--- config.mk ---
export PLATFORM = sky130hd
export DESIGN_NAME = ufc_top
export DESIGN_NICKNAME = d
export VERILOG_FILES = /design/src/verilog/ufc_pkg.sv /design/src/verilog/ufc_baud.sv /design/src/verilog/ufc_sync.sv /design/src/verilog/ufc_top.sv
export SDC_FILE = /design/constraint.sdc
export NUM_CORES = 1
export LEC_CHECK = 0
export ABC_AREA = 0
export BUFFER_PORTS_ARGS = -buffer_cell sky130_fd_sc_hd__buf_2
export CAP_MARGIN = 25
export CORE_MARGIN = 2
export CORE_UTILIZATION = 63
export DETAILED_ROUTE_END_ITERATION = 8
export GPL_ROUTABILITY_DRIVEN = 0
export PLACE_DENSITY_LB_ADDON = 0.08
export SYNTH_ARGS = -nofsm -noshare
export SYNTH_HDL_FRONTEND = slang
export SYNTH_SLANG_ARGS = --single-unit
--- constraint.sdc ---
create_clock -name clk -period 7.15 [get_ports clk]
set_input_delay 0 -clock clk [delete_from_list [all_inputs] [get_ports clk]]
set_output_delay 0 -clock clk [all_outputs]
set_load 0.005 [all_outputs]
--- src/verilog/ufc_pkg.sv ---
package ufc_pkg;

    // Register byte offsets.
    localparam logic [7:0] CTRL_OFF   = 8'h00;
    localparam logic [7:0] BAUD_OFF   = 8'h04;
    localparam logic [7:0] TXDATA_OFF = 8'h08;
    localparam logic [7:0] RXDATA_OFF = 8'h0c;
    localparam logic [7:0] STAT_OFF   = 8'h10;
    localparam logic [7:0] IRQ_OFF    = 8'h14;
    localparam logic [7:0] MASK_OFF   = 8'h18;

    // Control fields.
    localparam int CTRL_EN_BIT     = 0;
    localparam int CTRL_PAR_BIT    = 1;
    localparam int CTRL_FLOW_BIT   = 2;
    localparam int CTRL_SLEEP_BIT  = 3;
    localparam logic [3:0] CTRL_RESET = 4'h0;

    // Status fields.
    localparam int STAT_TXBUSY_BIT = 0;
    localparam int STAT_RXFULL_BIT = 1;
    localparam int STAT_CTS_BIT    = 2;
    localparam int STAT_RTS_BIT    = 3;

    // Sticky event bits.
    localparam int EV_TXDONE_BIT = 0;
    localparam int EV_RXDONE_BIT = 1;
    localparam int EV_PARERR_BIT = 2;
    localparam int EV_FRMERR_BIT = 3;
    localparam int EV_OVR_BIT    = 4;
    localparam int EV_W          = 5;

    // Timing.
    localparam int CLK_HZ       = 100_000_000;
    localparam int MAX_BAUD_BPS = 1_000_000;
    localparam int MIN_DIV      = CLK_HZ / MAX_BAUD_BPS;
    localparam int DIV_W        = 16;
    // Divider default gives 115200 baud (100e6/115200 rounded down).
    localparam logic [15:0] BAUD_RESET = 16'h0364;

    localparam int DATA_BITS = 8;

endpackage

--- src/verilog/ufc_baud.sv ---
`timescale 1ns/1ps
`default_nettype none

// Divides clk by a programmable count into a one-cycle bit-rate pulse.
module ufc_baud #(
    parameter int DIV_W = 16
) (
    input  wire logic             clk,
    input  wire logic             nrst,
    input  wire logic             restart,
    input  wire logic [DIV_W-1:0] div,
    output logic                  tick
);

    logic [DIV_W-1:0] cnt_reg;

    always_ff @(posedge clk) begin
        if (!nrst || restart) begin
            cnt_reg <= '0;
        end else if (cnt_reg + 1'b1 >= div) begin
            cnt_reg <= '0;
        end else begin
            cnt_reg <= cnt_reg + 1'b1;
        end
    end

    assign tick = nrst && !restart && (cnt_reg + 1'b1 >= div);

endmodule
`default_nettype wire

--- src/verilog/ufc_sync.sv ---
`timescale 1ns/1ps
`default_nettype none

// Two-stage synchroniser for a pin level.
module ufc_sync #(
    parameter logic RST_VAL = 1'b1
) (
    input  wire logic clk,
    input  wire logic nrst,
    input  wire logic d,
    output logic      q
);

    logic meta_reg;

    always_ff @(posedge clk) begin
        if (!nrst) begin
            meta_reg <= RST_VAL;
            q        <= RST_VAL;
        end else begin
            meta_reg <= d;
            q        <= meta_reg;
        end
    end

endmodule
`default_nettype wire

--- src/verilog/ufc_top.sv ---
// Functional notes
// - Programmable baud generator, up to 1 Mbps.
// - Transmit on output, receive on input.
// - Flow control selectable on or off.
// - Request-to-send off when receiver cannot accept.
// - Eight data, optional even parity, one stop.
// - Reset format is eight, none, one.
// - Data bits least significant first.
`timescale 1ns/1ps
`default_nettype none

module ufc_top (
    input  wire logic        clk,
    input  wire logic        nrst,
    input  wire logic        psel,
    input  wire logic        penable,
    input  wire logic        pwrite,
    input  wire logic [7:0]  paddr,
    input  wire logic [31:0] pwdata,
    output logic      [31:0] prdata,
    output logic             pready,
    output logic             pslverr,
    output logic             txd,
    input  wire logic        rxd,
    output logic             rts_n,
    input  wire logic        cts_n,
    output logic             irq
);

    typedef enum {TX_IDLE, TX_START, TX_DATA, TX_PAR, TX_STOP} ufc_tx_e;
    typedef enum {RX_IDLE, RX_START, RX_DATA, RX_PAR, RX_STOP} ufc_rx_e;

    ////////////////////////////////////////////////////////////////////////
    logic [3:0]               ctrl_reg;
    logic [15:0]              baud_reg;
    logic [7:0]               txbuf_reg;
    logic                     txfull_reg;
    logic [7:0]               rxbuf_reg;
    logic                     rxfull_reg;
    logic [ufc_pkg::EV_W-1:0] ev_reg;
    logic [ufc_pkg::EV_W-1:0] mask_reg;
    logic [ufc_pkg::EV_W-1:0] ev_set;

    logic en;
    logic par_en;
    logic flow_en;
    logic sleep;
    assign en      = ctrl_reg[ufc_pkg::CTRL_EN_BIT];
    assign par_en  = ctrl_reg[ufc_pkg::CTRL_PAR_BIT];
    assign flow_en = ctrl_reg[ufc_pkg::CTRL_FLOW_BIT];
    assign sleep   = ctrl_reg[ufc_pkg::CTRL_SLEEP_BIT];

    logic wr;
    logic rd;
    assign wr      = psel && penable && pwrite;
    assign rd      = psel && penable && !pwrite;
    assign pready  = 1'b1;

    logic mapped;
    always_comb begin
        case (paddr)
            ufc_pkg::CTRL_OFF, ufc_pkg::BAUD_OFF, ufc_pkg::TXDATA_OFF,
            ufc_pkg::RXDATA_OFF, ufc_pkg::STAT_OFF, ufc_pkg::IRQ_OFF,
            ufc_pkg::MASK_OFF: mapped = 1'b1;
            default: mapped = 1'b0;
        endcase
    end
    assign pslverr = psel && penable && !mapped;

    ////////////////////////////////////////////////////////////////////////
    // Pin synchronisers.
    logic rxd_s;
    logic cts_n_s;

    ufc_sync #(.RST_VAL(1'b1)) u_rx_sync (
        .clk  (clk),
        .nrst (nrst),
        .d    (rxd),
        .q    (rxd_s)
    );

    ufc_sync #(.RST_VAL(1'b1)) u_cts_sync (
        .clk  (clk),
        .nrst (nrst),
        .d    (cts_n),
        .q    (cts_n_s)
    );

    ////////////////////////////////////////////////////////////////////////
    // Configuration registers.
    always_ff @(posedge clk) begin
        if (!nrst) begin
            ctrl_reg <= ufc_pkg::CTRL_RESET;
            baud_reg <= ufc_pkg::BAUD_RESET;
            mask_reg <= '0;
        end else if (wr) begin
            if (paddr == ufc_pkg::CTRL_OFF) begin
                ctrl_reg <= pwdata[3:0];
            end
            if (paddr == ufc_pkg::BAUD_OFF) begin
                // Divider clamps at the 1 Mbps ceiling.
                if (pwdata[15:0] < 16'(ufc_pkg::MIN_DIV)) begin
                    baud_reg <= 16'(ufc_pkg::MIN_DIV);
                end else begin
                    baud_reg <= pwdata[15:0];
                end
            end
            if (paddr == ufc_pkg::MASK_OFF) begin
                mask_reg <= pwdata[ufc_pkg::EV_W-1:0];
            end
        end
    end

    ////////////////////////////////////////////////////////////////////////
    // Bit-rate ticks: transmit at bit rate, receive at sixteen times it.
    logic        tx_tick;
    logic        rx_tick;
    logic [15:0] rx_div;
    logic        rx_restart;
    assign rx_div = (baud_reg >> 4) == 16'h0000 ? 16'h0001 : baud_reg >> 4;

    ufc_baud #(.DIV_W(ufc_pkg::DIV_W)) u_tx_baud (
        .clk     (clk),
        .nrst    (nrst),
        .restart (!en),
        .div     (baud_reg),
        .tick    (tx_tick)
    );

    ufc_baud #(.DIV_W(ufc_pkg::DIV_W)) u_rx_baud (
        .clk     (clk),
        .nrst    (nrst),
        .restart (rx_restart),
        .div     (rx_div),
        .tick    (rx_tick)
    );

    ////////////////////////////////////////////////////////////////////////
    // Transmitter.
    ufc_tx_e     tx_st_reg;
    logic [7:0]  tx_sh_reg;
    logic [2:0]  tx_cnt_reg;
    logic        tx_par_reg;
    logic        tx_load;
    logic        tx_ok;

    // Clear-to-send gates only the start of a new character.
    assign tx_ok   = !flow_en || !cts_n_s;
    assign tx_load = en && tx_tick && tx_st_reg == TX_IDLE
                     && txfull_reg && tx_ok;

    always_ff @(posedge clk) begin
        if (!nrst) begin
            tx_st_reg  <= TX_IDLE;
            tx_sh_reg  <= '0;
            tx_cnt_reg <= '0;
            tx_par_reg <= 1'b0;
            txd        <= 1'b1;
        end else if (!en) begin
            tx_st_reg <= TX_IDLE;
            txd       <= 1'b1;
        end else if (tx_tick) begin
            case (tx_st_reg)
                TX_IDLE: begin
                    if (tx_load) begin
                        tx_sh_reg  <= txbuf_reg;
                        tx_par_reg <= ^txbuf_reg;
                        txd        <= 1'b0;
                        tx_st_reg  <= TX_START;
                    end
                end
                TX_START, TX_DATA: begin
                    txd        <= tx_sh_reg[0];
                    tx_sh_reg  <= tx_sh_reg >> 1;
                    tx_cnt_reg <= tx_st_reg == TX_START ? 3'h0
                                  : tx_cnt_reg + 3'h1;
                    if (tx_st_reg == TX_DATA && tx_cnt_reg == 3'h6) begin
                        tx_st_reg <= par_en ? TX_PAR : TX_STOP;
                    end else begin
                        tx_st_reg <= TX_DATA;
                    end
                end
                TX_PAR: begin
                    txd       <= tx_par_reg;
                    tx_st_reg <= TX_STOP;
                end
                TX_STOP: begin
                    txd       <= 1'b1;
                    tx_st_reg <= TX_IDLE;
                end
                default: tx_st_reg <= TX_IDLE;
            endcase
        end
    end

    // One-byte holding register for transmit data.
    always_ff @(posedge clk) begin
        if (!nrst) begin
            txbuf_reg  <= '0;
            txfull_reg <= 1'b0;
        end else if (wr && paddr == ufc_pkg::TXDATA_OFF && !txfull_reg) begin
            txbuf_reg  <= pwdata[7:0];
            txfull_reg <= 1'b1;
        end else if (tx_load) begin
            txfull_reg <= 1'b0;
        end
    end

    ////////////////////////////////////////////////////////////////////////
    // Receiver, sampling mid-bit on the sixteenth-rate tick.
    ufc_rx_e    rx_st_reg;
    logic [3:0] rx_os_reg;
    logic [2:0] rx_cnt_reg;
    logic [7:0] rx_sh_reg;
    logic       rx_par_reg;
    logic       rx_mid;
    logic       rx_done;
    logic       rx_perr;

    assign rx_restart = !en || rx_st_reg == RX_IDLE;
    assign rx_mid     = rx_tick && rx_os_reg == 4'hf;
    assign rx_done    = rx_mid && rx_st_reg == RX_STOP;

    always_ff @(posedge clk) begin
        if (!nrst) begin
            rx_st_reg  <= RX_IDLE;
            rx_os_reg  <= '0;
            rx_cnt_reg <= '0;
            rx_sh_reg  <= '0;
            rx_par_reg <= 1'b0;
        end else if (!en || sleep) begin
            rx_st_reg <= RX_IDLE;
        end else if (rx_st_reg == RX_IDLE) begin
            if (!rxd_s) begin
                rx_st_reg <= RX_START;
                rx_os_reg <= 4'h8;
            end
        end else if (rx_tick) begin
            rx_os_reg <= rx_os_reg + 4'h1;
            if (rx_mid) begin
                case (rx_st_reg)
                    RX_START: begin
                        rx_cnt_reg <= '0;
                        rx_st_reg  <= rxd_s ? RX_IDLE : RX_DATA;
                    end
                    RX_DATA: begin
                        rx_sh_reg  <= {rxd_s, rx_sh_reg[7:1]};
                        rx_cnt_reg <= rx_cnt_reg + 3'h1;
                        if (rx_cnt_reg == 3'h7) begin
                            rx_st_reg <= par_en ? RX_PAR : RX_STOP;
                        end
                    end
                    RX_PAR: begin
                        rx_par_reg <= rxd_s;
                        rx_st_reg  <= RX_STOP;
                    end
                    RX_STOP: rx_st_reg <= RX_IDLE;
                    default: rx_st_reg <= RX_IDLE;
                endcase
            end
        end
    end

    assign rx_perr = par_en && (rx_par_reg != ^rx_sh_reg);

    always_ff @(posedge clk) begin
        if (!nrst) begin
            rxbuf_reg  <= '0;
            rxfull_reg <= 1'b0;
        end else if (rx_done && !rxfull_reg) begin
            rxbuf_reg  <= rx_sh_reg;
            rxfull_reg <= 1'b1;
        end else if (rd && paddr == ufc_pkg::RXDATA_OFF) begin
            rxfull_reg <= 1'b0;
        end
    end

    // Request-to-send is off whenever a new byte could not be kept.
    always_ff @(posedge clk) begin
        if (!nrst) begin
            rts_n <= 1'b1;
        end else begin
            rts_n <= flow_en && (rxfull_reg || sleep || !en);
        end
    end

    ////////////////////////////////////////////////////////////////////////
    // Events and interrupt; a set wins over a write-one clear.
    always_comb begin
        ev_set = '0;
        ev_set[ufc_pkg::EV_TXDONE_BIT] = tx_tick && tx_st_reg == TX_STOP;
        ev_set[ufc_pkg::EV_RXDONE_BIT] = rx_done && !rxfull_reg;
        ev_set[ufc_pkg::EV_PARERR_BIT] = rx_done && rx_perr;
        ev_set[ufc_pkg::EV_FRMERR_BIT] = rx_done && !rxd_s;
        ev_set[ufc_pkg::EV_OVR_BIT]    = rx_done && rxfull_reg;
    end

    always_ff @(posedge clk) begin
        if (!nrst) begin
            ev_reg <= '0;
        end else if (wr && paddr == ufc_pkg::IRQ_OFF) begin
            ev_reg <= (ev_reg & ~pwdata[ufc_pkg::EV_W-1:0]) | ev_set;
        end else begin
            ev_reg <= ev_reg | ev_set;
        end
    end

    always_ff @(posedge clk) begin
        if (!nrst) begin
            irq <= 1'b0;
        end else begin
            irq <= |(ev_reg & mask_reg);
        end
    end

    ////////////////////////////////////////////////////////////////////////
    // Read data.
    always_ff @(posedge clk) begin
        if (!nrst) begin
            prdata <= '0;
        end else if (psel && !penable && !pwrite) begin
            case (paddr)
                ufc_pkg::CTRL_OFF:   prdata <= {28'h0, ctrl_reg};
                ufc_pkg::BAUD_OFF:   prdata <= {16'h0, baud_reg};
                ufc_pkg::RXDATA_OFF: prdata <= {24'h0, rxbuf_reg};
                ufc_pkg::STAT_OFF:   prdata <= {28'h0, rts_n, cts_n_s,
                                         rxfull_reg,
                                         txfull_reg || tx_st_reg != TX_IDLE};
                ufc_pkg::IRQ_OFF:    prdata <= {27'h0, ev_reg};
                ufc_pkg::MASK_OFF:   prdata <= {27'h0, mask_reg};
                default:             prdata <= '0;
            endcase
        end
    end

endmodule
`default_nettype wire

# Word-level counts from Yosys, hierarchy flattened
# Index checks and enable logic that the tools add are counted.
[classes]
add_sub_neg = 5
order_cmp = 3
eq_ne = 24
n_mux = 28
bitwise = 8
n_reduce_logical = 82
[ops]
columns = ["op", "n"]
rows = [
  ["$mux 32", 6],
  ["$pmux 32 s3", 2],
  ["$eq 32x2->1 const B", 5],
  ["$logic_not 32->1", 3],
  ["$pmux 16 s6", 1],
  ["$eq 32x1->1 const B", 2],
  ["$eq 32x3->1 const B", 2],
  ["$eq 32x4->1 const B", 2],
  ["$add 16x1->16 const B", 2],
  ["$reduce_bool 32->1", 1],
  ["$logic_and 1x1->1", 28],
  ["$eq 8x5->1 const B", 3],
  ["$eq 8x4->1 const B", 2],
  ["$ge 16x12->1", 1],
  ["$ge 16x16->1", 1],
  ["$logic_not 16->1", 1],
  ["$lt 16x7->1 const B", 1],
  ["$mux 16", 1],
  ["$pmux 8 s2", 1],
  ["$reduce_xor 8->1", 2],
  ["$reduce_and 5->1", 3],
  ["$mux 12", 1],
  ["$mux 4", 3],
  ["$reduce_and 4->1", 3],
  ["other kinds (29)", 73],
]
[word_totals]
ff_bits = 211
inputBits = 47
output_inout_bits = 37
wordCells = 177

# Depth between registers and ports, before layout
# Gate-level depths: netlist of the first run.
[logic_depth]
depth_word = 10
ltp_mapped = 15
mapped_depth_nobuf = 14

# Cells and area by module
# A second synthesis of the first run with hierarchy kept.
[hier_totals]
hier_cells = 849
hier_area_um2 = 7405.9
[by_module_without_submodules]
columns = ["module", "instances", "cells_per_inst", "area_per_inst_um2", "seq_area_each_um2"]
rows = [
  ["ufc_top", 1, 581, 5001.0, 2021.9],
  ["ufc_baud", 2, 130, 1149.9, 320.3],
  ["ufc_sync", 2, 4, 52.6, 40.0],
]

# Worst setup path before layout of the first run
# Ideal clock, no wire load.
[synth_timing]
kind = "reg-to-reg"
start = "register u_tx_baud.cnt_reg[2]"
end = "register ev_reg[0] in the netlist's numbering"
setup_ns = 0.116
arrival_ns = 3.163
required_ns = 7.034
slack_ns = 3.870
path_stages_with_launch = 16
n_path_buf = 1
period_less_slack_ns = 3.280
cell_sequence = "dfxtp_1 nand3_1 nor2_1 nand3_1 or3_1 nor2_1 xor2_1 ha_1 a21o_1 a21o_1 a21oi_1 o21ai_0 o21ai_0 clkbuf_1 nor2_1 a31o_2"
[synth_between]
elab_chain_len = 6
elab_cells_between_ends = 7
cone_classes = "1 x add/sub; 1 x order compare; 1 x mux; 2 x bitwise; 2 x reduce/logical"
[synth_lines]
columns = ["element", "line", "source"]
rows = [
  ["from (decl)", "ufc_baud.sv:15", "logic [DIV_W-1:0] cnt_reg;"],
  ["from (signal assigned)", "ufc_baud.sv:23", "cnt_reg <= cnt_reg + 1'b1;"],
  ["$add 16x1->16 (*)", "ufc_baud.sv:27", "assign tick = nrst && !restart && (cnt_reg + 1'b1 >= div);"],
  ["$ge 16x16->1 (*)", "ufc_baud.sv:27", ""],
  ["$logic_and 1x1->1 (*)", "ufc_baud.sv:27", ""],
  ["$logic_and 1x1->1 (*)", "ufc_top.sv:291", "ev_set[ufc_pkg::EV_TXDONE_BIT] = tx_tick && tx_st_reg == TX_STOP;"],
  ["$or 5x5->5 (on tied branches)", "ufc_top.sv:304, ufc_top.sv:302", ""],
  ["$mux 5 (*)", "ufc_top.sv:301", "end else if (wr && paddr == ufc_pkg::IRQ_OFF) begin"],
  ["to (signal assigned)", "ufc_top.sv:302", "ev_reg <= (ev_reg & ~pwdata[ufc_pkg::EV_W-1:0]) | ev_set;"],
  ["to (signal assigned)", "ufc_top.sv:304", "ev_reg <= ev_reg | ev_set;"],
  ["to (decl)", "ufc_top.sv:40", "logic [ufc_pkg::EV_W-1:0] ev_reg;"],
]
# Mark *: on every way between the ends. The rest lies on a longest branch, timed or not.
# A chain may end at the register's enable or synchronous reset.

# Final worst setup path of the first run
[layout_timing]
start = "register u_rx_baud.cnt_reg[0]"
end = "register rx_os_reg[2]"
[layout_between]
elab_chain_len = 5
[layout_lines]
columns = ["element", "line", "source"]
rows = [
  ["from (decl)", "ufc_baud.sv:15", ""],
  ["from (signal assigned)", "ufc_baud.sv:23", ""],
  ["$add 16x1->16", "ufc_baud.sv:27", ""],
  ["$ge 16x12->1", "ufc_baud.sv:27", ""],
  ["$logic_and 1x1->1", "ufc_baud.sv:27", ""],
  ["$reduce_bool 2->1 (no source line)", "--", ""],
  ["$reduce_and 3->1 (no source line)", "--", ""],
  ["to (signal assigned)", "ufc_top.sv:239", "rx_os_reg <= rx_os_reg + 4'h1;"],
  ["to (decl)", "ufc_top.sv:212", "logic [3:0] rx_os_reg;"],
]
# No other way between the ends.

==> out/metrics.cfg, run 1 <==
[outcome]
status=finished clean

[detailed_routing]
drt-vias-per-instance=5.854
drt_wl_total_um=17200
topRoutingLayerUsed=met4
wl_met1_um=7282
ant_nets=0
wl_per_cell_um=16.75
dr.pass1.iters=8
vias=6012
wl_met2_um=8407
wl_met3_um=1106
drtIter0Drc=565
drcViolationCount=0

[sta]
slew_violations=0
finalCritPeriodShare_pct=54.83
finalCriticalPeriod_ns=3.920
fmaxAchievable_ghz=0.2551
finalHoldViolCount=0
slew_headroom_pct=32.10
skew_ns=0.004347
finalSetupTns_ns=0
tightest_slew_ns=1.011
finalSetupViolCount=0
rsz0062_at_grt=no

[synthesis]
ys.flop_type=dfxtp_1
synth_area_leader_cell=dfxtp_1
ys_seq_area_share_pct=39.76
synth.avg_cell_area_um2=8.569
synth_area_leaders=dfxtp_1 40%, mux2i_1 6.8%, ha_1 6.3%
synth_area_mm2=0.006898
synth-edff-count=0
yosys_warnings=0
synth_cell_type_count=61
synth_top_area_share_pct=39.76
postSynthCellCount=805
yosys_register_bits=137
async_reset_ff_share_pct=0

[global_route]
grt_pass1_vias=5677
grt_pass1_wl_um=27470
grt_remaining_overflow=0
antenna_found_initial=2
track_usage_pct=30.41
grt_max_degree=55

[die]
initial_utilization_pct=64.19
die_w_um=108.6
rows=38
die_h_um=108.6
fp.coreArea_mm2=0.01075
num_io_pins=84
dieArea_mm2=0.01180

[layout]
fillers=778
regArea_mm2=0.002743
layout.nets=955
multiInputGateArea_mm2=0.003815
area_delta_synth_final_pct=17.16
postLayoutCellArea_mm2=0.008082
drive_gt1_share_pct=11.53

[critical_path]
cp-start-kind=register
arrival_ns=4.39
critPathMaxFanout=19
max_stage_delay_ns=0.91
slowest_stage=nor4_4
critPathTopFamily=simple AND/OR/NAND/NOR gates
crit_cells=13
cp-end-kind=register
path_class=reg2reg
critPathBufInv=0
crit_top_cell=ha_1
cp.required_ns=7.62
path_cells=ha_1 > nand3_1 > nor2_1 > and3_1 > xor2_1 > ha_1 > and4_1 > a21oi_1 > o2111ai_1 > nor4_4 > nor3_2 > a211o_1 > a31oi_1
r2r_cells=13

[place]
postPlaceCellArea_mm2=0.007176
post-dp-hpwl_um=11570
portBuffers=50

[power_and_ir_drop]
leakage_nw=3.426
p_per_area_mw_per_mm2=215.3
ir_drop_mv=0.2238
power_mw=1.740

[flow_run]
cap_viol_max_count=0

[clock_network]
clk_path_buf_depth=2
htreeDepth=4
cts-root-buf=clkbuf_8
clkTransAtPathRegs_ns=0.06
clk_latency_ns=0.54
cts_tree=done
cts_buffers=17
post_cts_buffers=0
clock-sinks=137

[worst_hold_path]
hold_depth=4
hp-class=in2reg

[worst paths after layout]
kind | startpoint | to | slack (ns)
worst max-delay path | u_rx_baud.cnt_reg[0]$_SDFF_PP0_ | rx_os_reg[2]$_SDFFE_PN0P_ | 3.23
worst min-delay path | paddr[5] | prdata[4]$_SDFFE_PN0P_ | 0.04
worst max register to register | u_rx_baud.cnt_reg[0]$_SDFF_PP0_ | rx_os_reg[2]$_SDFFE_PN0P_ | 3.23
worst min register to register | u_cts_sync.meta_reg$_SDFF_PN1_ | u_cts_sync.q$_SDFF_PN1_ | 0.41
[cells by family (layout without fill, tap and decap cells)]
| group | Yosys count | in the layout | synth area share [%] |
|---|---|---|---|
| other | 2 | 23 | 0.1089 |
| adder cells (fa/ha/maj) | 35 | 35 | 6.349 |
| flip-flops | 137 | 137 | 39.76 |
| AND/OR/NAND/NOR | 317 | 317 | 22.96 |
| buffers and inverters | 91 | 152 | 6.040 |
| multiplexers | 47 | 47 | 6.820 |
| AO/OA/AOI/OAI | 134 | 134 | 12.63 |
| XOR/XNOR | 42 | 42 | 5.333 |
[stage by stage]
stage / worst slack [ns] / util [%] / hold slack [ns] / std cells
detailed placement: 3.322 / 66.78 / 0.1855 / 965
floorplan: 3.870 / - / 0.1015 / 824
global placement: 3.438 / 66.59 / 0.1836 / 964
global route: 2.800 / 75.21 / 0.1165 / 1027
finish: 3.230 / 75.21 / 0.04185 / 1027
CTS: 3.287 / 75.09 / 0.02066 / 1024
[cell usage after synthesis, types with 4 or more instances]
| master | number |
|---|---|
| a21o_1 | 10 |
| a21oi_1 | 42 |
| a221oi_1 | 6 |
| a22oi_1 | 6 |
| a31oi_1 | 8 |
| and2_1 | 4 |
| and3_1 | 29 |
| buf_4 | 19 |
| clkbuf_1 | 32 |
| dfxtp_1 | 137 |
| ha_1 | 35 |
| inv_1 | 36 |
| mux2i_1 | 47 |
| nand2_1 | 84 |
| nand2b_1 | 11 |
| nand3_1 | 46 |
| nand4_1 | 8 |
| nor2_1 | 80 |
| nor3_1 | 17 |
| nor4_1 | 8 |
| o2111ai_1 | 4 |
| o211ai_1 | 5 |
| o21ai_0 | 24 |
| xnor2_1 | 28 |
| xor2_1 | 14 |
[layout make-up]
class                      count  share of cell area (%)
inverter                      36                   1.672
multi-input combinational    596                   47.21
clock inverter                 7                   1.393
clock buffer                  24                   6.193
timing repair buffer          85                   7.370
tap                          140                   2.168
antenna                        2                 0.06193
sequential                   137                   33.94
[cell usage in the layout, fill, tap and decap left out, types with 28 or more instances in the layout]
| cell type | n |
|---|---|
| a21oi_1 | 42 |
| and3_1 | 29 |
| buf_2 | 50 |
| dfxtp_1 | 137 |
| dlygate4sd3_1 | 28 |
| ha_1 | 35 |
| inv_1 | 35 |
| mux2i_1 | 47 |
| nand2_1 | 84 |
| nand3_1 | 46 |
| nor2_1 | 80 |
| xnor2_1 | 28 |
[worst register-to-register path: stages (launching register included)]
cell and delay [ns]:
dfxtp_1 0.42, ha_1 0.26, nand3_1 0.17, nor2_1 0.19, and3_1 0.19, xor2_1 0.22
ha_1 0.28, and4_1 0.18, a21oi_1 0.13, o2111ai_1 0.18, nor4_4 0.91, nor3_2 0.23
a211o_1 0.34, a31oi_1 0.16
[repair_timing]
action	in CTS	in global routing
hold buffers	28	0
setup endpoints to repair	0	0
gates resized for setup	0	0
endpoints found under the hold margin	56	0
[routing by layer]
metal	track usage [%]	vias up
met2	51.92	220
met1	36.41	2819
met5	0	-
met3	8.189	43
li1	-	2930
met4	11.90	0
[power by group]
group | total (mW) | internal [mW] | switching, mW
Combinational | 0.0644 | 0.0269 | 0.0374
Clock | 0.903 | 0.584 | 0.319
Sequential | 0.773 | 0.769 | 0.00358
(Power assumes the default switching activity.)
==> inputs of run 2 (changes only) <==
- ABC_AREA: 0 -> 1
- CORE_UTILIZATION: 63 -> 59
- clock period: 7.15 -> 3.67 ns (I/O delays scaled with it)
==> out/metrics.cfg, run 2 <==
[outcome]
status=finished clean

[sta]
slew_headroom_pct=52.50  ; +20 points
tightest_slew_ns=0.7116  ; -0.2993 ns
finalSetupViolCount=0  ; unchanged
slew_violations=0  ; unchanged
rsz0062_at_grt=no
finalCriticalPeriod_ns=3.296  ; -0.6244 ns
finalSetupTns_ns=0  ; unchanged
fmaxAchievable_ghz=0.3034  ; +19%
finalHoldViolCount=0  ; unchanged
finalCritPeriodShare_pct=89.81  ; +35 points
setup_ws_ns=0.3741  ; -2.856 ns
skew_ns=0.009980  ; +0.005634 ns

[clock_network]
cts-root-buf=clkbuf_16
clk_latency_ns=0.42  ; -0.12 ns
cts_tree=done
clk_path_buf_depth=2  ; unchanged
clkTransAtPathRegs_ns=0.05  ; about the same
cts_buffers=17  ; unchanged
clock-sinks=137  ; unchanged
htreeDepth=4  ; unchanged

[power_and_ir_drop]
p_int_mw=2.441  ; +77%
leakage_nw=3.760  ; +9.7%
p_per_area_mw_per_mm2=378.4  ; +76%
power_frac_comb_pct=3.9  ; +0.2 points
power_mw=3.118  ; +79%
clkPwrFrac_pct=47.8  ; -4.1 points
p_sw_uw=677.3  ; +88%
swShare_pct=21.72  ; +1.0 points
seq_power_share_pct=48.3  ; +3.9 points
ir_drop_mv=0.3928  ; +75%

[global_route]
antenna_found_initial=0  ; -2
grt_pass1_vias=6047  ; +6.5%
grt_pass1_wl_um=28550  ; +3.9%
grt_max_degree=46  ; -16%
grt_remaining_overflow=0  ; unchanged
track_usage_pct=27.74  ; -2.7 points

[critical_path]
critPathMaxFanout=8  ; -11
cp-end-kind=register
cp-start-kind=register
path_class=reg2reg
cp.required_ns=4.02  ; -3.60 ns
arrival_ns=3.65  ; -0.74 ns

[synthesis]
yosysMostFrequentCell=nand2_1
synth_top_area_share_pct=38.55  ; -1.2 points
yosys-mux-area-fraction_pct=0  ; -6.8 points
postSynthCellCount=1000  ; +24%
synth_cell_type_count=43  ; -30%
synth_area_leader_cell=dfxtp_1
synthAdderAreaFrac_pct=6.155  ; -0.19 points
ys.flop_type=dfxtp_1
synth_top_family_by_area=simple AND/OR/NAND/NOR gates
synthTopCellsByCount=188 x nand2_1, 137 x dfxtp_1, 137 x nor2_1
yosys.area_share.xor_xnor_pct=3.693  ; -1.6 points
synth_area_mm2=0.007114  ; +3.1%
synth_compound_area_share_pct=15.00  ; +2.4 points
synth.avg_cell_area_um2=7.114  ; -17%
synth-edff-count=0  ; unchanged
async_reset_ff_share_pct=0  ; unchanged
synth_area_leaders=dfxtp_1 39%, nand2_1 9.9%, nor2_1 7.2%
yosys_register_bits=137  ; unchanged
synthSimpleGateAreaFrac_pct=25.78  ; +2.8 points
yosys_warnings=0  ; unchanged
ys_seq_area_share_pct=38.55  ; -1.2 points

[place]
portBuffers=50  ; unchanged
postPlaceCellArea_mm2=0.007485  ; +4.3%
post-dp-hpwl_um=12150  ; +5.0%
placed_cells=1182  ; +22%
dp_slack_ns=0.1395  ; -3.182 ns

[detailed_routing]
drtIter0Drc=552  ; -2.3%
wl_per_cell_um=13.85  ; -17%
drt-vias-per-instance=5.272  ; -9.9%
drt_wl_total_um=17060  ; -0.82%
dr.pass1.iters=7  ; -1
ant_nets=0  ; unchanged
vias=6495  ; +8.0%
drcViolationCount=0  ; unchanged

[layout]
layout.nets=1159  ; +21%
multiInputGateArea_mm2=0.003714  ; -2.7%
drive_gt1_share_pct=10.69  ; -0.83 points
area_delta_synth_final_pct=15.81
fillers=1028  ; +32%
layout_common_cells=188 x nand2_1, 137 x dfxtp_1, 136 x inv_1, 134 x nor2_1, 89 x a21oi_1
final_common_cell=nand2_1
postLayoutCellArea_mm2=0.008239  ; +2.0%
layoutNonFillerInstCount=1232  ; +20%
regArea_mm2=0.002743  ; unchanged
diodes=0  ; -2

[worst_hold_path]
hp-class=in2reg

[die]
rows=40  ; +5.3%
initial_utilization_pct=59.73  ; -4.5 points
die_h_um=113.8  ; +4.8%
fp.coreArea_mm2=0.01191  ; +11%
dieArea_mm2=0.01295  ; +9.8%
die_w_um=113.8  ; +4.8%
num_io_pins=84  ; unchanged

[flow_run]
cap_viol_max_count=0  ; unchanged

[run 2: cell count changes in the layout (fill, tap and decap cells not counted), moves of 9 or more]
cell	before	now
xnor2_1	28	12
nand2b_1	11	0
mux2i_1	47	0
nor2_1	80	134
o21ai_0	23	53
nand2_1	84	188
or2_2	0	10
a21oi_1	42	89
a21o_1	10	1
nand3_1	46	28
inv_1	35	136
and3_1	29	1
[run 2: final timing paths]
kind	start	end	slack [ns]	cells after the start
setup / recovery	u_tx_baud.cnt_reg[0]$_SDFF_PP0_	tx_sh_reg[2]$_SDFFE_PN0P_	0.37	21
hold / removal	paddr[3]	txfull_reg$_SDFFE_PN0P_	0.13	5
setup reg to reg	u_tx_baud.cnt_reg[0]$_SDFF_PP0_	tx_sh_reg[2]$_SDFFE_PN0P_	0.37	21
hold reg to reg	u_rx_sync.meta_reg$_SDFF_PN1_	u_rx_sync.q$_SDFF_PN1_	0.42	1
[run 2: power groups by stage]
stage / registers (mW) / logic, mW / clock network (mW)
2_1_floorplan: 1.54 / 0.0635 / 0
3_3_place_gp: 1.54 / 0.0971 / 0
3_5_place_dp: 1.54 / 0.101 / 0
4_1_cts: 1.51 / 0.120 / 1.51
5_1_grt: 1.51 / 0.135 / 1.57
6_report: 1.51 / 0.122 / 1.49
[run 2: cell families (layout without fill, tap and decap cells)]
family | after synthesis | count (layout)
AND/OR/NAND/NOR | 423 | 423
AO/OA/AOI/OAI | 191 | 191
buffers and inverters | 182 | 248
flip-flops | 137 | 137
adder cells (fa/ha/maj) | 35 | 35
XOR/XNOR | 30 | 30
other | 2 | 21
[run 2: through the flow]
| stage | hold slack (ns) | util [%] |
|---|---|---|
| final | 0.1263 | 69.17 |
| after global routing | 0.1499 | 69.17 |
| after CTS | 0.1142 | 68.88 |
| after detailed placement | 0.1975 | 62.84 |
| after global placement | 0.1924 | 62.61 |
| after floorplan | 0.1066 | - |
[run 2: layer usage]
| metal | track usage [%] | vias to the layer above | routed length [um] |
|---|---|---|---|
| met3 | 6.323 | 20 | 846 |
| met5 | 0 | - | 0 |
| met2 | 43.55 | 176 | 7631 |
| li1 | - | 3350 | - |
| met4 | 8.862 | 0 | 242 |
| met1 | 38.12 | 2949 | 8339 |
[run 2: repair_timing]
action / 4_1_cts / 5_1_grt
setup endpoints to repair: 0 / 14
hold buffers: 22 / 0
resized for setup: 0 / 6
hold endpoints to repair: 48 / 0
buffers inserted: 0 / 1
[run 2: area by class of cell]
cell class / count / area share (%)
timing repair buffer: 82 / 7.016
inverter: 139 / 6.333
tap: 147 / 2.232
sequential: 137 / 33.29
multi-input combinational: 700 / 45.07
clock buffer: 22 / 5.756
clock inverter: 5 / 0.3037
[run 2: critical path: stages (launching register included)]
cell and delay, ns:
dfxtp_1 0.37, ha_1 0.19, nand2_1 0.07, nor2_1 0.14, nand3_1 0.14, nor2_2 0.14
nand2_1 0.11, nor2_2 0.12, nand2_1 0.09, xor2_2 0.15, inv_1 0.06, ha_1 0.29
nand4_1 0.12, nor3_2 0.18, nand3_1 0.12, nand3_1 0.11, nand2_1 0.15, inv_2 0.13
nand2_1 0.11, a21oi_4 0.22, nand2_1 0.09, a21oi_1 0.12
